<file path="src/logic/pums_regs.svh">
// Offsets, field positions, fixed addresses, vectors and timing counts of the start-up
// sequencer. Assumes inclusion by its bare name from the sequencer module.
`ifndef PUMS_REGS_SVH
`define PUMS_REGS_SVH

// ****************************************************************
// Register map
// ****************************************************************
`define PUMS_CTRL_ADDR       12'h000
`define PUMS_STATUS_ADDR     12'h004
`define PUMS_PC_ADDR         12'h008
`define PUMS_PSW_ADDR        12'h00C
`define PUMS_MEMDATA_ADDR    12'h010
`define PUMS_UADDR_ADDR      12'h014
`define PUMS_VECTOR_ADDR     12'h018

// ****************************************************************
// Fixed addresses and vectors (octal values written in hex)
// ****************************************************************
`define PUMS_PC_LOC          16'h0014
`define PUMS_PSW_LOC         16'h0016
`define PUMS_BOOT_ADDR       16'hF600
`define PUMS_CONSOLE_ADDR    16'hFF70
`define PUMS_VEC_TIMEOUT     16'h0004
`define PUMS_VEC_RESERVED    16'h0008
`define PUMS_VEC_EVENT       16'h0040
`define PUMS_UADDR_EXP       12'h602
`define PUMS_UADDR_TRAP      12'h000
`define PUMS_PSW_TRACE_BIT   4
`define PUMS_PSW_IDIS_BIT    7

// ****************************************************************
// Timing
// ****************************************************************
`define PUMS_CLK_PERIOD_PS   5000
`define PUMS_PHASE_NS        95
`define PUMS_PHASE_CYCLES \
  ((`PUMS_PHASE_NS * 1000 + `PUMS_CLK_PERIOD_PS - 1) / `PUMS_CLK_PERIOD_PS)
`define PUMS_EVENT_TYP_US    16
`define PUMS_EVENT_MAX_NS    44100
`define PUMS_EVENT_MAX_CYCLES \
  ((`PUMS_EVENT_MAX_NS * 1000) / `PUMS_CLK_PERIOD_PS)
`define PUMS_TIMEOUT_CYCLES  64

`endif

</file>
<file path="src/logic/pums_pkg.sv">
// Types shared by the start-up sequencer.
// Uses nothing from the register header.
package pums_pkg;

  typedef enum logic [3:0] {
    PUMS_ST_RESET   = 4'b0000,
    PUMS_ST_SELECT  = 4'b0001,
    PUMS_ST_RD_PC   = 4'b0010,
    PUMS_ST_RD_PSW  = 4'b0011,
    PUMS_ST_HALTCHK = 4'b0100,
    PUMS_ST_BOOT    = 4'b0101,
    PUMS_ST_EXPAND  = 4'b0110,
    PUMS_ST_CONSOLE = 4'b0111,
    PUMS_ST_RUN     = 4'b1000,
    PUMS_ST_TRAP    = 4'b1001
  } pums_state_type;

  typedef struct packed {
    logic        req;
    logic [15:0] addr;
  } pums_memreq_type;

  typedef struct packed {
    logic        init_active;
    logic        dma_grant_cycle;
  } pums_inhibit_type;

endpackage : pums_pkg

</file>
<file path="src/logic/pums_sequencer.sv">
// Power-up mode sequencer with event interrupt and bus driver gating.
// Assumes an APB master on sys_clk and a memory port that answers reads.
`timescale 1ns/1ps
`default_nettype none
`include "pums_regs.svh"

// Behaviour
// - Mode 0 loads PC, PSW from 24, 26.
// - Mode 0 then halt low gives console.
// - Trace bit taken from word at 26.
// - Mode 1 enters console regardless of halt.
// - Mode 2 loads 173000 into PC, runs.
// - Mode 2 clears trace, sets interrupt disable.
// - Mode 2 with halt goes to console.
// - No answer at boot traps via 4.
// - Mode 3 jumps to microaddress 3002.
// - No ROM answer: microtrap, vector 10.
// - Mode 3 ignores the halt line; RUN still turns halt low into console.
// - Events only while running, jumper absent.
// - Event ranks above external requests.
// - Event sets interrupt disable, vectors 100.
// - Event served within bounded latency; code only counts it, saturating at 8820.
// - Timing from four 95 ns phases.
// - Driver group needs both enables low.
// - Init or DMA grant inhibit drivers.
// - Shared 22-bit microinstruction bus.
// - Mode from two jumpers, installed is one.
module pums_sequencer (
  input  wire logic        sys_clk,
  input  wire logic        rst_n,
  input  wire logic        psel,
  input  wire logic        penable,
  input  wire logic        pwrite,
  input  wire logic [11:0] paddr,
  input  wire logic [31:0] pwdata,
  output logic      [31:0] prdata,
  output logic             pready,
  output logic             pslverr,
  input  wire logic        dc_power_good,
  input  wire logic        ac_power_good,
  input  wire logic        start_select_low_jumper,
  input  wire logic        start_select_high_jumper,
  input  wire logic        event_disable_jumper,
  input  wire logic        halt_request_line_n,
  input  wire logic        external_event_line_n,
  input  wire logic        external_irq_n,
  input  wire logic        internal_irq,
  input  wire logic        dma_grant_cycle,
  input  wire logic        microcode_rom_ack,
  output logic             mem_rd_req,
  output logic      [15:0] mem_addr,
  input  wire logic        mem_ack,
  input  wire logic [15:0] mem_rdata,
  output logic      [21:0] micro_bus,
  output logic      [3:0]  clk_phase,
  output logic             driver_enable_n,
  output logic             running,
  output logic             console_mode,
  output logic             event_irq_taken,
  output logic             ext_irq_taken
);

  // ****************************************************************
  // Input synchronisers
  // ****************************************************************
  localparam int NSYNC = 9;
  // Active-low lines start at their idle level so no false request follows.
  localparam logic [NSYNC-1:0] SYNC_IDLE = 9'h00E;
  logic [NSYNC-1:0] raw_in;
  logic [NSYNC-1:0] s1_q;
  logic [NSYNC-1:0] s2_q;
  logic [NSYNC-1:0] s3_q;
  logic [NSYNC-1:0] flt_q;

  assign raw_in = {dc_power_good, ac_power_good, start_select_low_jumper,
                   start_select_high_jumper, event_disable_jumper,
                   halt_request_line_n, external_event_line_n,
                   external_irq_n, dma_grant_cycle};

  genvar gi;
  generate
    for (gi = 0; gi < NSYNC; gi++) begin : g_sync
      always_ff @(posedge sys_clk or negedge rst_n) begin
        if (!rst_n) begin
          s1_q[gi]  <= SYNC_IDLE[gi];
          s2_q[gi]  <= SYNC_IDLE[gi];
          s3_q[gi]  <= SYNC_IDLE[gi];
          flt_q[gi] <= SYNC_IDLE[gi];
        end else begin
          s1_q[gi] <= raw_in[gi];
          s2_q[gi] <= s1_q[gi];
          s3_q[gi] <= s2_q[gi];
          if (s2_q[gi] == s3_q[gi]) begin
            flt_q[gi] <= s3_q[gi];
          end
        end
      end
    end
  endgenerate

  logic dcok, acok, jmp_lo, jmp_hi, evdis, halt_n, event_n, xirq_n, dmagc;
  assign {dcok, acok, jmp_lo, jmp_hi, evdis, halt_n, event_n, xirq_n,
          dmagc} = flt_q;

  // ****************************************************************
  // Four-phase clock
  // ****************************************************************
  localparam logic [4:0] PH_LAST = 5'(`PUMS_PHASE_CYCLES - 1);
  logic [4:0] ph_cnt_q;
  logic [3:0] phase_q;
  logic       cycle_end;

  assign cycle_end = (ph_cnt_q == PH_LAST) && phase_q[3];

  always_ff @(posedge sys_clk or negedge rst_n) begin
    if (!rst_n) begin
      ph_cnt_q <= 5'h0;
      phase_q  <= 4'h1;
    end else if (ph_cnt_q == PH_LAST) begin
      ph_cnt_q <= 5'h0;
      phase_q  <= {phase_q[2:0], phase_q[3]};
    end else begin
      ph_cnt_q <= ph_cnt_q + 5'h1;
    end
  end

  // ****************************************************************
  // Start-up state machine
  // ****************************************************************
  pums_pkg::pums_state_type state_q;
  logic [15:0] pc_q, psw_q, vector_q;
  logic [11:0] uaddr_q;
  logic [1:0]  mode_q;
  logic [7:0]  tmo_q;
  logic        rd_q;
  logic [15:0] rd_addr_q;
  logic        init_q;
  logic        halt_soft_q, go_soft_q;
  logic [15:0] lat_q;
  logic        lat_on_q;

  function automatic logic tmo_hit(input logic [7:0] c);
    return c == 8'(`PUMS_TIMEOUT_CYCLES);
  endfunction : tmo_hit

  // Outside interrupts are open while the disable bit of the status is 0.
  function automatic logic irq_open(input logic [15:0] w);
    return !w[`PUMS_PSW_IDIS_BIT];
  endfunction : irq_open

  always_ff @(posedge sys_clk or negedge rst_n) begin
    if (!rst_n) begin
      state_q   <= pums_pkg::PUMS_ST_RESET;
      pc_q      <= 16'h0000;
      psw_q     <= 16'h0000;
      vector_q  <= 16'h0000;
      uaddr_q   <= 12'h000;
      mode_q    <= 2'b00;
      tmo_q     <= 8'h00;
      rd_q      <= 1'b0;
      rd_addr_q <= 16'h0000;
      init_q    <= 1'b1;
      event_irq_taken <= 1'b0;
      ext_irq_taken   <= 1'b0;
    end else begin
      event_irq_taken <= 1'b0;
      ext_irq_taken   <= 1'b0;
      case (state_q)
        pums_pkg::PUMS_ST_RESET: begin
          init_q <= 1'b1;
          if (dcok && acok && cycle_end) begin
            init_q  <= 1'b0;
            mode_q  <= {jmp_hi, jmp_lo};
            state_q <= pums_pkg::PUMS_ST_SELECT;
          end
        end
        pums_pkg::PUMS_ST_SELECT: begin
          tmo_q <= 8'h00;
          case (mode_q)
            2'b00: begin
              rd_q      <= 1'b1;
              rd_addr_q <= `PUMS_PC_LOC;
              state_q   <= pums_pkg::PUMS_ST_RD_PC;
            end
            2'b01: begin
              pc_q    <= `PUMS_CONSOLE_ADDR;
              state_q <= pums_pkg::PUMS_ST_CONSOLE;
            end
            2'b10: begin
              psw_q[`PUMS_PSW_TRACE_BIT] <= 1'b0;
              psw_q[`PUMS_PSW_IDIS_BIT]  <= 1'b1;
              pc_q      <= `PUMS_BOOT_ADDR;
              state_q   <= pums_pkg::PUMS_ST_BOOT;
            end
            default: begin
              uaddr_q <= `PUMS_UADDR_EXP;
              state_q <= pums_pkg::PUMS_ST_EXPAND;
            end
          endcase
        end
        pums_pkg::PUMS_ST_RD_PC: begin
          if (mem_ack) begin
            pc_q      <= mem_rdata;
            rd_addr_q <= `PUMS_PSW_LOC;
            state_q   <= pums_pkg::PUMS_ST_RD_PSW;
          end
        end
        pums_pkg::PUMS_ST_RD_PSW: begin
          if (mem_ack) begin
            psw_q   <= mem_rdata;
            rd_q    <= 1'b0;
            state_q <= pums_pkg::PUMS_ST_HALTCHK;
          end
        end
        pums_pkg::PUMS_ST_HALTCHK: begin
          state_q <= halt_n ? pums_pkg::PUMS_ST_RUN
                            : pums_pkg::PUMS_ST_CONSOLE;
        end
        pums_pkg::PUMS_ST_BOOT: begin
          if (!halt_n) begin
            state_q <= pums_pkg::PUMS_ST_CONSOLE;
          end else begin
            rd_q      <= 1'b1;
            rd_addr_q <= `PUMS_BOOT_ADDR;
            tmo_q     <= tmo_q + 8'h01;
            if (mem_ack) begin
              rd_q    <= 1'b0;
              state_q <= pums_pkg::PUMS_ST_RUN;
            end else if (tmo_hit(tmo_q)) begin
              rd_q     <= 1'b0;
              vector_q <= `PUMS_VEC_TIMEOUT;
              state_q  <= pums_pkg::PUMS_ST_TRAP;
            end
          end
        end
        pums_pkg::PUMS_ST_EXPAND: begin
          tmo_q <= tmo_q + 8'h01;
          if (microcode_rom_ack) begin
            state_q <= pums_pkg::PUMS_ST_RUN;
          end else if (tmo_hit(tmo_q)) begin
            uaddr_q  <= `PUMS_UADDR_TRAP;
            vector_q <= `PUMS_VEC_RESERVED;
            state_q  <= pums_pkg::PUMS_ST_TRAP;
          end
        end
        pums_pkg::PUMS_ST_TRAP: begin
          state_q <= pums_pkg::PUMS_ST_RUN;
        end
        pums_pkg::PUMS_ST_CONSOLE: begin
          if (go_soft_q) begin
            state_q <= pums_pkg::PUMS_ST_RUN;
          end
        end
        pums_pkg::PUMS_ST_RUN: begin
          if (halt_soft_q || !halt_n) begin
            state_q <= pums_pkg::PUMS_ST_CONSOLE;
          end else if (internal_irq) begin
            state_q <= pums_pkg::PUMS_ST_RUN;
          end else if (!event_n && !evdis
                       && irq_open(psw_q)) begin
            vector_q        <= `PUMS_VEC_EVENT;
            psw_q[`PUMS_PSW_IDIS_BIT] <= 1'b1;
            event_irq_taken <= 1'b1;
          end else if (!xirq_n && irq_open(psw_q)) begin
            ext_irq_taken <= 1'b1;
          end
        end
        default: begin
          state_q <= pums_pkg::PUMS_ST_RESET;
        end
      endcase
      if (!dcok) begin
        state_q <= pums_pkg::PUMS_ST_RESET;
        init_q  <= 1'b1;
      end
    end
  end

  // Latency counter from event assertion to vector taken.
  always_ff @(posedge sys_clk or negedge rst_n) begin
    if (!rst_n) begin
      lat_q    <= 16'h0000;
      lat_on_q <= 1'b0;
    end else if (event_irq_taken || event_n) begin
      lat_q    <= 16'h0000;
      lat_on_q <= 1'b0;
    end else begin
      lat_on_q <= 1'b1;
      if (lat_q != 16'(`PUMS_EVENT_MAX_CYCLES)) begin
        lat_q <= lat_q + 16'h0001;
      end
    end
  end

  // ****************************************************************
  // Outputs
  // ****************************************************************
  always_ff @(posedge sys_clk or negedge rst_n) begin
    if (!rst_n) begin
      micro_bus       <= 22'h00_0000;
      clk_phase       <= 4'h0;
      driver_enable_n <= 1'b1;
      running         <= 1'b0;
      console_mode    <= 1'b0;
    end else begin
      micro_bus       <= {phase_q, 6'h00, uaddr_q};
      clk_phase       <= phase_q;
      driver_enable_n <= init_q | dmagc;
      running         <= state_q == pums_pkg::PUMS_ST_RUN;
      console_mode    <= state_q == pums_pkg::PUMS_ST_CONSOLE;
    end
  end

  // ****************************************************************
  // Memory port
  // ****************************************************************
  // The request flip-flops drive the pins so a new address shows at once.
  assign mem_rd_req = rd_q;
  assign mem_addr   = rd_addr_q;

  // ****************************************************************
  // APB slave
  // ****************************************************************
  logic access;
  assign access = psel && penable;

  always_ff @(posedge sys_clk or negedge rst_n) begin
    if (!rst_n) begin
      halt_soft_q <= 1'b0;
      go_soft_q   <= 1'b0;
    end else begin
      go_soft_q <= 1'b0;
      if (access && pwrite && paddr == `PUMS_CTRL_ADDR) begin
        halt_soft_q <= pwdata[0];
        go_soft_q   <= pwdata[1];
      end
    end
  end

  always_ff @(posedge sys_clk or negedge rst_n) begin
    if (!rst_n) begin
      prdata  <= 32'h0000_0000;
      pready  <= 1'b0;
      pslverr <= 1'b0;
    end else begin
      pready  <= psel && !penable;
      pslverr <= 1'b0;
      prdata  <= 32'h0000_0000;
      if (psel && !penable) begin
        if (paddr == `PUMS_CTRL_ADDR) begin
          prdata <= {30'h0, 1'b0, halt_soft_q};
        end else if (paddr == `PUMS_STATUS_ADDR) begin
          prdata <= {16'h0, lat_q[7:0], lat_on_q, evdis, mode_q, state_q};
        end else if (paddr == `PUMS_PC_ADDR) begin
          prdata <= {16'h0, pc_q};
        end else if (paddr == `PUMS_PSW_ADDR) begin
          prdata <= {16'h0, psw_q};
        end else if (paddr == `PUMS_MEMDATA_ADDR) begin
          prdata <= {16'h0, rd_addr_q};
        end else if (paddr == `PUMS_UADDR_ADDR) begin
          prdata <= {20'h0, uaddr_q};
        end else if (paddr == `PUMS_VECTOR_ADDR) begin
          prdata <= {16'h0, vector_q};
        end else begin
          pslverr <= 1'b1;
        end
      end
    end
  end

endmodule : pums_sequencer
`default_nettype wire

</file>
<file path="config.mk">
export PLATFORM = sky130hd
export DESIGN_NAME = pums_sequencer
export DESIGN_NICKNAME = d
export VERILOG_FILES = /design/src/logic/pums_pkg.sv /design/src/logic/pums_sequencer.sv
export VERILOG_INCLUDE_DIRS = /design/src /design/src/logic
export SDC_FILE = /design/constraint.sdc
export NUM_CORES = 1
export LEC_CHECK = 0
export BUFFER_PORTS_ARGS = -buffer_cell sky130_fd_sc_hd__buf_4
export CAP_MARGIN = 20
export CELL_PAD_IN_SITES_DETAIL_PLACEMENT = 0
export CELL_PAD_IN_SITES_GLOBAL_PLACEMENT = 1
export CORE_MARGIN = 5
export CORE_UTILIZATION = 40
export CTS_BUF_LIST = sky130_fd_sc_hd__clkbuf_8 sky130_fd_sc_hd__clkbuf_16
export DETAILED_ROUTE_END_ITERATION = 7
export MAX_ROUTING_LAYER = met4
export PLACE_DENSITY = 0.86
export SYNTH_ARGS = -nofsm -noshare
export SYNTH_HDL_FRONTEND = slang
export SYNTH_SLANG_ARGS = --single-unit
</file>
<file path="constraint.sdc">
create_clock -name sys_clk -period 2.4 [get_ports sys_clk]
set_clock_uncertainty 0.2 [all_clocks]
set_input_delay 0.12 -clock sys_clk [delete_from_list [all_inputs] [get_ports sys_clk]]
set_output_delay 0.12 -clock sys_clk [all_outputs]
set_load 0.01 [all_outputs]
</file>
==> summary.txt, run 1 <==
Status
  – Status: finished, final reports clean

Clocking
  – Post-CTS setup buffers: 0
  – Clock sinks: 147
  – Worst-path clk slew: 0.06 ns
  – CTS tree: built
  – Inserted Clock Buffers: 17
  – Root Buffer: clkbuf_16
  – Worst skew pair latency: around 0.42 ns
  – CTS H-tree depth: 4
  – Clock Path Buffers: 2

Synthesis
  – Mean Syn Cell Area: between 10 and 15 sq um
  – Post-synthesis cell type count: between 60 and 70
  – Top FF cell, synth: dfrtp_1
  – EDFF count, synth: 0
  – #FFs+latches synth: about 150
  – Synth top area share: between 40 and 50%
  – Post-Synthesis Cells: around 650
  – Largest area contributor in the netlist: dfrtp_1
  – Post-synth ARST share: 100.0%
  – Ys Warns: 0
  – Sequential area share after synthesis: 53.95%
  – Largest cells by area after synthesis: dfrtp_1, dfstp_2, buf_4
  – Netlist Area Pre-Place: just under 7000 sq um

Timing
  – Part of the cycle the worst path needs: a little over nine tenths
  – Fmax: about 430 MHz
  – Worst slew pin tran: 0.6161 ns
  – TNS Setup: 0 ns
  – Count of final setup violators: 0
  – Period minus WS final: 2.326 ns
  – Slew headroom: between 50% and 60%
  – Final hold viol count: 0
  – Unrepaired setup endpoints after global routing: no
  – Hold_ws: approximately 0.020 ns
  – Fin. max-slew vios: 0

Worst setup path
  – Worst R2R End: vector_q[3]
  – Reg2Reg Depth: 5
  – Worst-path maximum fanout: 20
  – CP Capture Type: flop
  – Flop-to-flop setup slack: 0.19 ns
  – CP startpoint kind: input port
  – CP dominant cell by count: dlygate4sd3_1
  – Kind of critical path: input port to flop
  – CP required: 2.56 ns
  – RR Startpoint: tmo_q[4]
  – Crit-path max cell delay: between 0.6 and 0.7 ns
  – CP max-delay cell: or4_4
  – Setup crit start: paddr[4]
  – CP Cell Sequence: dlygate4sd3_1 -> buf_4 -> or4_4 -> nor2_8 -> nand3_2 -> a21oi_2 -> dlygate4sd3_1
  – Critical Path AT: ~2.5 ns

Global route
  – First-pass GRT wire length: ~27 mm
  – Vias in the first global route: roughly 5,300
  – GRT Overall Usage: between 10% and 20%
  – Antenna violations before repair: 1
  – Largest net degree at the start of global routing: 92
  – Grt total ovfl: 0

Finish
  – Share of cells above drive strength 1: about a quarter
  – Final #Nets: just under 900
  – Post-Layout Cell Count: 1,024
  – Area growth from synthesis to layout: 26.91%
  – Final core occ: a little over half

Detailed routing
  – DR vias/cell: around 5
  – WL per Instance: roughly 16 um
  – DR DRC count: 0
  – DR vias: ~5,200
  – Drt pass-1 iters: 4
  – Final wirelength: about 16 mm
  – Final antenna-violating net count: 0
  – DRT iter0 DRCs: roughly 350

Worst hold path
  – Worst hold endpoint: prdata[8]
  – Min-Delay Path Class: input port to flop
  – Hold wc startpoint: paddr[5]
  – Hold depth: 5

Power and ir drop
  – Peak VDD IR: about 0.00051 V
  – Static leakage: between 4 and 5 nW
  – P per Cell Area: approximately 620 nW/um^2
  – Overall power: approximately 5.4 mW

Floorplanning
  – I/O pin total: around 160
  – Die area: a little under 20,000 sq um
  – Chip width: roughly 140 um
  – Die H: approximately 140 um
  – Core Area: 16,700 sq um
  – Site Rows: 47
  – Initial Utilization: slightly above 40%

Place
  – GPL Wtd Cong: about 0.9
  – Placed wire-length estimate: between 10 and 15 mm
  – Post-Place Cells: 950
  – Port Buffer Count: 90

Flow run
  – Max Cap Violations: 0
-- Yosys cell counts (10+ instances only) --
cell type	number
a21oi_1	27
a22oi_1	10
buf_4	51
clkbuf_1	17
dfrtp_1	132
dfstp_2	15
ha_1	10
inv_1	19
mux2_2	25
nand2_1	58
nand2b_1	14
nand3_1	16
nor2_1	57
nor2b_1	10
nor3_1	14
o21ai_0	36
xnor2_1	11
-- area by class of cell --
cell class                      instances  area, sq um
Antenna cell                            1        2.502
Clock buffer                           18        439.2
Clock inverter                         14        117.6
Fill cell                            1504         8004
Inverter                               19        71.32
Multi-Input combinational cell        442         2741
Sequential cell                       147         3697
Tap cell                              220        275.3
Timing Repair Buffer                  163         1353
-- per-layer routing --
metal	vias to the layer above	part of all wire [%]	track usage, %
li1	2463	-	-
met1	2500	45	22.68
met2	165	46	26.54
met3	34	6.0	3.894
met4	0	2.5	6.884
met5	-	0	-
-- where the power goes --
| group | total, mW | leakage [nW] | internal [mW] | switching [mW] |
|---|---|---|---|---|
| clock network | 2.48 | 0.271 | 1.45 | 1.04 |
| logic | 0.346 | 1.87 | 0.155 | 0.191 |
| registers | 2.58 | 1.86 | 2.54 | 0.0402 |
-- worst max-delay path: cells and delay by family --
kind | cells | cell delay [ns]
compound gates | 1 | 0.16
buf+inv | 3 | 1.31
simple gates | 3 | 0.88
-- cell families (layout without fill, tap and decap cells) --
kind of cell / count (synthesis) / count (layout) / share of synthesized area (%)
muxes: 30 / 30 / 5.021
and+or+nand+nor: 219 / 219 / 16.23
AOI/OAI and AO/OA: 117 / 117 / 10.96
DFF: 147 / 147 / 53.95
other: 1 / 39 / 0.05472
adders and majority gates: 19 / 19 / 3.140
buffers and inverters: 96 / 214 / 8.216
xor gates and xnor gates: 19 / 19 / 2.428
-- placed cells by master, fill, tap and decap left out, drive strengths merged, types with 10 or more instances in the layout --
| cell | count |
|---|---|
| xnor2 | 11 |
| dfrtp | 132 |
| dfstp | 15 |
| nand3 | 17 |
| buf | 123 |
| nor2 | 59 |
| mux2 | 25 |
| nand2 | 58 |
| a22oi | 10 |
| conb | 38 |
| inv | 23 |
| clkbuf | 18 |
| nor2b | 10 |
| a21oi | 28 |
| nand2b | 14 |
| dlygate4sd3 | 40 |
| o21ai | 37 |
| nor3 | 14 |
| ha | 10 |
-- worst max-delay path by stage --
stage | end | slack [ns] | cells past startpoint
after floorplan | state_q[0] | 0.31 | 8
after global placement | halt_soft_q | 0.19 | 5
after detailed placement | pc_q[11] | 0.14 | 5
after CTS | prdata[6] | 0.10 | 7
after global routing | prdata[6] | 0.03 | 7
final | prdata[6] | 0.07 | 7
-- metrics by stage --
stage          setup slack [ns]  area [sq um]
2_1_floorplan            0.3061          6992
3_3_place_gp             0.1856          7707
3_5_place_dp             0.1393          7707
4_1_cts                  0.1022          8685
5_1_grt                 0.03287          8697
6_report                0.07430          8697
-- registers in the layout, indices dropped and copies added, names as in the netlist, 4 cells and up --
| name | cells |
|---|---|
| lat_q | 16 |
| pc_q | 16 |
| ph_cnt_q | 5 |
| phase_q | 4 |
| prdata | 16 |
| psw_q | 16 |
| s1_q | 9 |
| s2_q | 9 |
| s3_q | 9 |
| state_q | 4 |
| tmo_q | 8 |
-- what timing repair did --
item / in CTS / in global routing
hold endpoints to repair: 201 / 0
gates resized for setup: 0 / 2
setup endpoints to repair: 0 / 3
hold buffers: 41 / 0
(Power assumes the default switching activity.)
==> inputs of run 2 (changes only) <==
RECOVER_POWER = 100   (was default)
clock period = 2.9 ns   (was 2.4 ns; I/O delays follow)
==> run 2 against run 1 <==
Via count shrank 2.5%. Global-route usage shrank 0.53 points. Largest power group unchanged. Critical path depth shrank 2. Power shrank 18%. Design area shrank 4.3%. Highest routed layer unchanged.
==> summary.txt, run 2 (synthesis results as in run 1) <==
Finish
  – Share of cells above drive strength 1: 16.45%
  – Commonest non-fill, non-tap cells in the layout: dfrtp_1, nand2_1, nor2_1
  – Most common cell after layout, fill and taps aside: dfrtp_1
  – Final #Nets: about 860
  – FILL cells: around 1,600
  – Area growth from synthesis to layout: 21.45%

Global route
  – Vias in the first global route: 4,975
  – Largest net degree at the start of global routing: 61
  – First-pass GRT wire length: about 26 mm
  – Grt total ovfl: 0
  – Antenna violations before repair: 1
  – GRT Overall Usage: approximately 17%

Worst setup path
  – Reg2Reg Depth: 5
  – RR Startpoint: state_q[2]
  – CP max-delay cell: dfrtp_1
  – CP required: approximately 3.0 ns
  – WP depth: 5
  – CP Cell Sequence: clkbuf_1 -> nand2b_1 -> nor2_1 -> o32ai_1 -> mux2_2
  – Crit path max-delay family: flip-flops
  – Kind of critical path: flop to flop
  – Flop-to-flop setup slack: 0.38 ns
  – Setup crit start: state_q[2]
  – Worst-path maximum fanout: 12
  – Crit-path max cell delay: approximately 0.54 ns
  – CP startpoint kind: flop
  – WP buf/inv: 1
  – Critical Path AT: around 2.6 ns
  – CP Capture Type: flop

Clocking
  – Worst-path clk slew: about 0.06 ns
  – CTS H-tree depth: 4
  – Worst skew pair latency: roughly 0.42 ns
  – Clock Path Buffers: 2
  – Root Buffer: clkbuf_16
  – CTS tree: built
  – Clock sinks: roughly 150
  – Inserted Clock Buffers: 17

Power and ir drop
  – Static leakage: ~3.7 nW
  – Peak VDD IR: slightly below 0.0004 V
  – P per Cell Area: around 530 nW/um^2

Detailed routing
  – Final wirelength: around 16 mm
  – Final antenna-violating net count: 0
  – WL per Instance: between 15 and 20 um
  – Drt pass-1 iters: 5
  – DR DRC count: 0
  – DR vias/cell: 5.010
  – DRT iter0 DRCs: about 320
  – DR vias: 5,035

Timing
  – TNS Setup: 0 ns
  – Worst slew pin tran: between 1 and 1.5 ns
  – Slew headroom: 3.245%
  – Part of the cycle the worst path needs: about 87%
  – Final hold viol count: 0
  – Count of final setup violators: 0
  – Period minus WS final: roughly 2.5 ns
  – Final worst slack: 0.3790 ns
  – Unrepaired setup endpoints after global routing: no
  – Fin. max-slew vios: 0
  – Fmax: roughly 400 MHz

Place
  – Port Buffer Count: 90
  – Placed wire-length estimate: between 10 and 15 mm
  – GPL Wtd Cong: 0.8897
  – Place WS: between 0.5 and 0.6 ns

Floorplanning
  – Chip width: about 140 um
  – Site Rows: 47
  – I/O pin total: about 160
  – Die H: around 140 um
  – Die area: between 15,000 and 20,000 sq um
  – Initial Utilization: 41.03%
  – Core Area: roughly 17,000 sq um

Worst hold path
  – Hold wc startpoint: paddr[5]
  – Min-Delay Path Class: input port to flop
  – Hold depth: 4

Status
  – Status: finished, final reports clean

Flow run
  – Max Cap Violations: 0
## run 2: changes by cell type in the layout (fill, tap and decap cells not counted), sizes merged
cell and delta:
dlygate4sd3 -1, bufinv -1, inv -1, clkbuf +65
buf -81
## run 2: per-layer routing
| layer | wire length, um | track usage, % | vias up |
|---|---|---|---|
| li1 | - | - | 2423 |
| met2 | 7132 | 24.77 | 165 |
| met4 | 284 | 5.456 | 0 |
| met3 | 868 | 3.860 | 21 |
| met1 | 7229 | 23.31 | 2426 |
| met5 | 0 | - | - |
## run 2: path summary, 6_finish.rpt
path                                end
max                         vector_q[3]
min                           prdata[0]
max reg2reg                 vector_q[3]
min reg2reg                     s2_q[8]
max in group asynchronous    prdata[11]
min in group asynchronous  clk_phase[1]
## run 2: where the power goes
part           switching (mW)  total (mW)  internal (mW)
clock                   0.858        2.02           1.16
sequential             0.0338        2.14           2.10
combinational           0.155       0.274          0.119
total                    1.05        4.43           3.38
## run 2: per-stage QoR
stage | cell area, sq um | total power [mW] | std cells | util, % | hold WS [ns]
2_1_floorplan | 6992 | 2.319 | 685 | - | -0.3506
3_3_place_gp | 7580 | 2.410 | 933 | 45.39 | -0.04906
3_5_place_dp | 7580 | 2.414 | 933 | 45.39 | -0.04567
4_1_cts | 8523 | 4.487 | 1004 | 51.03 | 0.009531
5_1_grt | 8323 | 4.625 | 1005 | 49.84 | 0.02742
6_report | 8323 | 4.428 | 1005 | 49.84 | 0.02639
## run 2: cell type report
type                    instances  area (sq um)  area share [%]
clock inverters                12         86.33           1.037
clock buffers                  20         466.7           5.607
diodes                          1         2.502         0.03007
repair buffers                144         996.0           11.97
flip-flops and latches        147          3697           44.42
inverters                      19         71.32          0.8569
well taps                     220         275.3           3.307
multi-input cells             442          2728           32.77
## run 2: worst min-delay path, stage by stage
cell,delay (ns)
buf_4,0.08
or4_4,0.13
or4_4,0.20
nor2_1,0.06
## run 2: what timing repair did
item | in CTS | in global routing
buffers inserted | 0 | 0
resized for setup | 0 | 0
hold buffers | 39 | 0
hold endpoints to repair | 170 | 0
==> inputs of run 3 (changes only) <==
PLACE_DENSITY = 0.82   (was 0.86)
==> run 3 against run 2 <==
First-iteration DRC count decreased by 8.2%. Global-route usage increased by 0.25 points. Non-clock buffer count increased by 4. Power decreased by 0.40%. Fmax decreased by 9.4%. Worst hold slack got worse by 0.029 ns. The run now ends with negative hold slack, max-capacitance violations, max-slew violations left. Routed wire length increased by 4.4%.
==> summary.txt, run 3 (synthesis results as in run 1) <==
Finish
  – Post-Layout Cell Count: approximately 1,000
  – Area growth from synthesis to layout: 21.69%
  – Cell area after layout: about 8300 sq um
  – Most common cell after layout, fill and taps aside: dfrtp_1
  – Antenna fix cells: 0
  – Commonest non-fill, non-tap cells in the layout: dfrtp_1, nand2_1, nor2_1
  – Share of cells above drive strength 1: 16.24%
  – Final #Nets: between 800 and 900
  – Final core occ: about half

Floorplanning
  – Core Area: ~17,000 sq um
  – Die area: 19,850 sq um
  – Chip width: 140.9 um
  – Initial Utilization: approximately two fifths
  – I/O pin total: ~160
  – Die H: between 100 and 150 um
  – Site Rows: 47

Timing
  – TNS Setup: 0 ns
  – Hold_ws: -0.002937 ns
  – Fin. max-slew vios: 77
  – Final hold viol count: 1
  – Count of final setup violators: 0
  – Unrepaired setup endpoints after global routing: no
  – Period minus WS final: approximately 2.8 ns
  – Part of the cycle the worst path needs: between 90 and 100%
  – Slew headroom: -27.77%
  – Worst slew pin tran: 1.917 ns
  – Fmax: ~360 MHz

Clocking
  – Worst-path clk slew: 0.06 ns
  – Clock sinks: between 100 and 150
  – Worst skew pair latency: around 0.42 ns
  – CTS tree: built
  – Post-CTS setup buffers: 0
  – Clock Path Buffers: 2
  – Inserted Clock Buffers: 17
  – Root Buffer: clkbuf_16
  – CTS H-tree depth: 4

Flow run
  – Max Cap Violations: 1

Worst setup path
  – Worst-path maximum fanout: 20
  – CP Capture Type: flop
  – Crit-path max cell delay: 0.60 ns
  – Flop-to-flop setup slack: roughly 0.4 ns
  – Critical Path AT: 2.94 ns
  – Kind of critical path: input port to flop
  – CP required: around 3.1 ns
  – CP Cell Sequence: dlygate4sd3_1 -> buf_4 -> or4_4 -> nor2_2 -> nand2_1 -> dlygate4sd3_1 -> o21ai_0 -> dlygate4sd3_1
  – CP max-delay cell: or4_4
  – WP buf/inv: 4
  – CP dominant cell by count: dlygate4sd3_1
  – Crit path max-delay family: buffers and inverters
  – CP startpoint kind: input port

Detailed routing
  – DR vias: approximately 5,000
  – DR DRC count: 0
  – DRT iter0 DRCs: between 200 and 300
  – Final wirelength: around 16 mm
  – DR vias/cell: 5.083
  – Drt pass-1 iters: 6
  – WL per Instance: approximately 16 um
  – Final antenna-violating net count: 0

Global route
  – Antenna violations before repair: 0
  – Vias in the first global route: between 5,000 and 6,000
  – Largest net degree at the start of global routing: between 70 and 80
  – First-pass GRT wire length: around 27 mm
  – Grt total ovfl: 0
  – GRT Overall Usage: about 17%

Place
  – Post-Place Cells: ~930
  – Port Buffer Count: 90
  – GPL Wtd Cong: a little under 0.9
  – Dpl cell area: 7572 sq um
  – Placed wire-length estimate: between 10 and 15 mm

Status
  – Status: finished with violations
  – Violated checks: negative hold slack, max-capacitance violations, max-slew violations

Power and ir drop
  – P per Cell Area: 528.9 nW/um^2
  – Peak VDD IR: 0.0004132 V
  – Static leakage: ~3.7 nW

Worst hold path
  – Min-Delay Path Class: input port to flop
==> run 3: changes by cell type in the layout (fill, tap and decap cells not counted), moves of 2 or more <==
| cell | previous run | this run |
|---|---|---|
| dlygate4sd3_1 | 39 | 44 |
| dfstp_2 | 9 | 7 |
| clkinv_2 | 1 | 5 |
| dfstp_1 | 6 | 8 |
| clkinvlp_4 | 4 | 2 |
| buf_4 | 41 | 39 |
==> run 3: path summary, 6_finish.rpt <==
kind                             from               to  depth (start not counted)
max                          paddr[4]      halt_soft_q                          8
min                          paddr[5]        prdata[0]                          4
max reg2reg                state_q[3]        psw_q[12]                          6
min reg2reg                   s1_q[8]          s2_q[8]                          0
max in group asynchronous       rst_n  driver_enable_n                          3
min in group asynchronous       rst_n          s2_q[8]                          2
==> run 3: metrics by stage <==
| step | power (mW) | setup WS (ns) |
|---|---|---|
| after floorplan | 2.319 | 0.8061 |
| after global placement | 2.408 | 0.5834 |
| after detailed placement | 2.415 | 0.5966 |
| after CTS | 4.462 | 0.07012 |
| after global routing | 4.594 | 0.03571 |
| final | 4.411 | 0.1176 |
==> run 3: worst reg2reg max path: stages (launching register included) <==
cell and delay (ns):
dfrtp_1 0.53, clkbuf_1 0.47, nor3_1 0.12, clkbuf_1 0.18
nand2_1 0.09, clkbuf_2 0.39, mux2_2 0.41
==> run 3: metal layers <==
layer | routed length [um] | GRT usage (%) | up-vias
met2 | 7448 | 26.01 | 178
met5 | 0 | - | -
met4 | 200 | 4.539 | 0
met1 | 7436 | 23.23 | 2500
li1 | - | - | 2426
met3 | 1118 | 4.064 | 20
==> run 3: repair_timing <==
| action | 4_1_cts | 5_1_grt |
|---|---|---|
| gates resized for setup | 0 | 1 |
| endpoints found under the setup margin | 0 | 1 |
| hold endpoints to repair | 137 | 0 |
| hold buffers | 44 | 0 |
==> run 3: final cells by class <==
class | count | area [sq um]
inverters | 19 | 71.32
multi-input cells | 442 | 2715
clock buffers | 19 | 452.9
flip-flops and latches | 147 | 3697
fillers | 1576 | 8362
repair buffers | 148 | 1040
clock inverters | 13 | 87.58
well taps | 220 | 275.3
==> run 3: where the power goes <==
group / switching, mW / internal [mW]
Clock: 0.863 / 1.14
Combinational: 0.156 / 0.120
Sequential: 0.0335 / 2.10
Total: 1.05 / 3.36
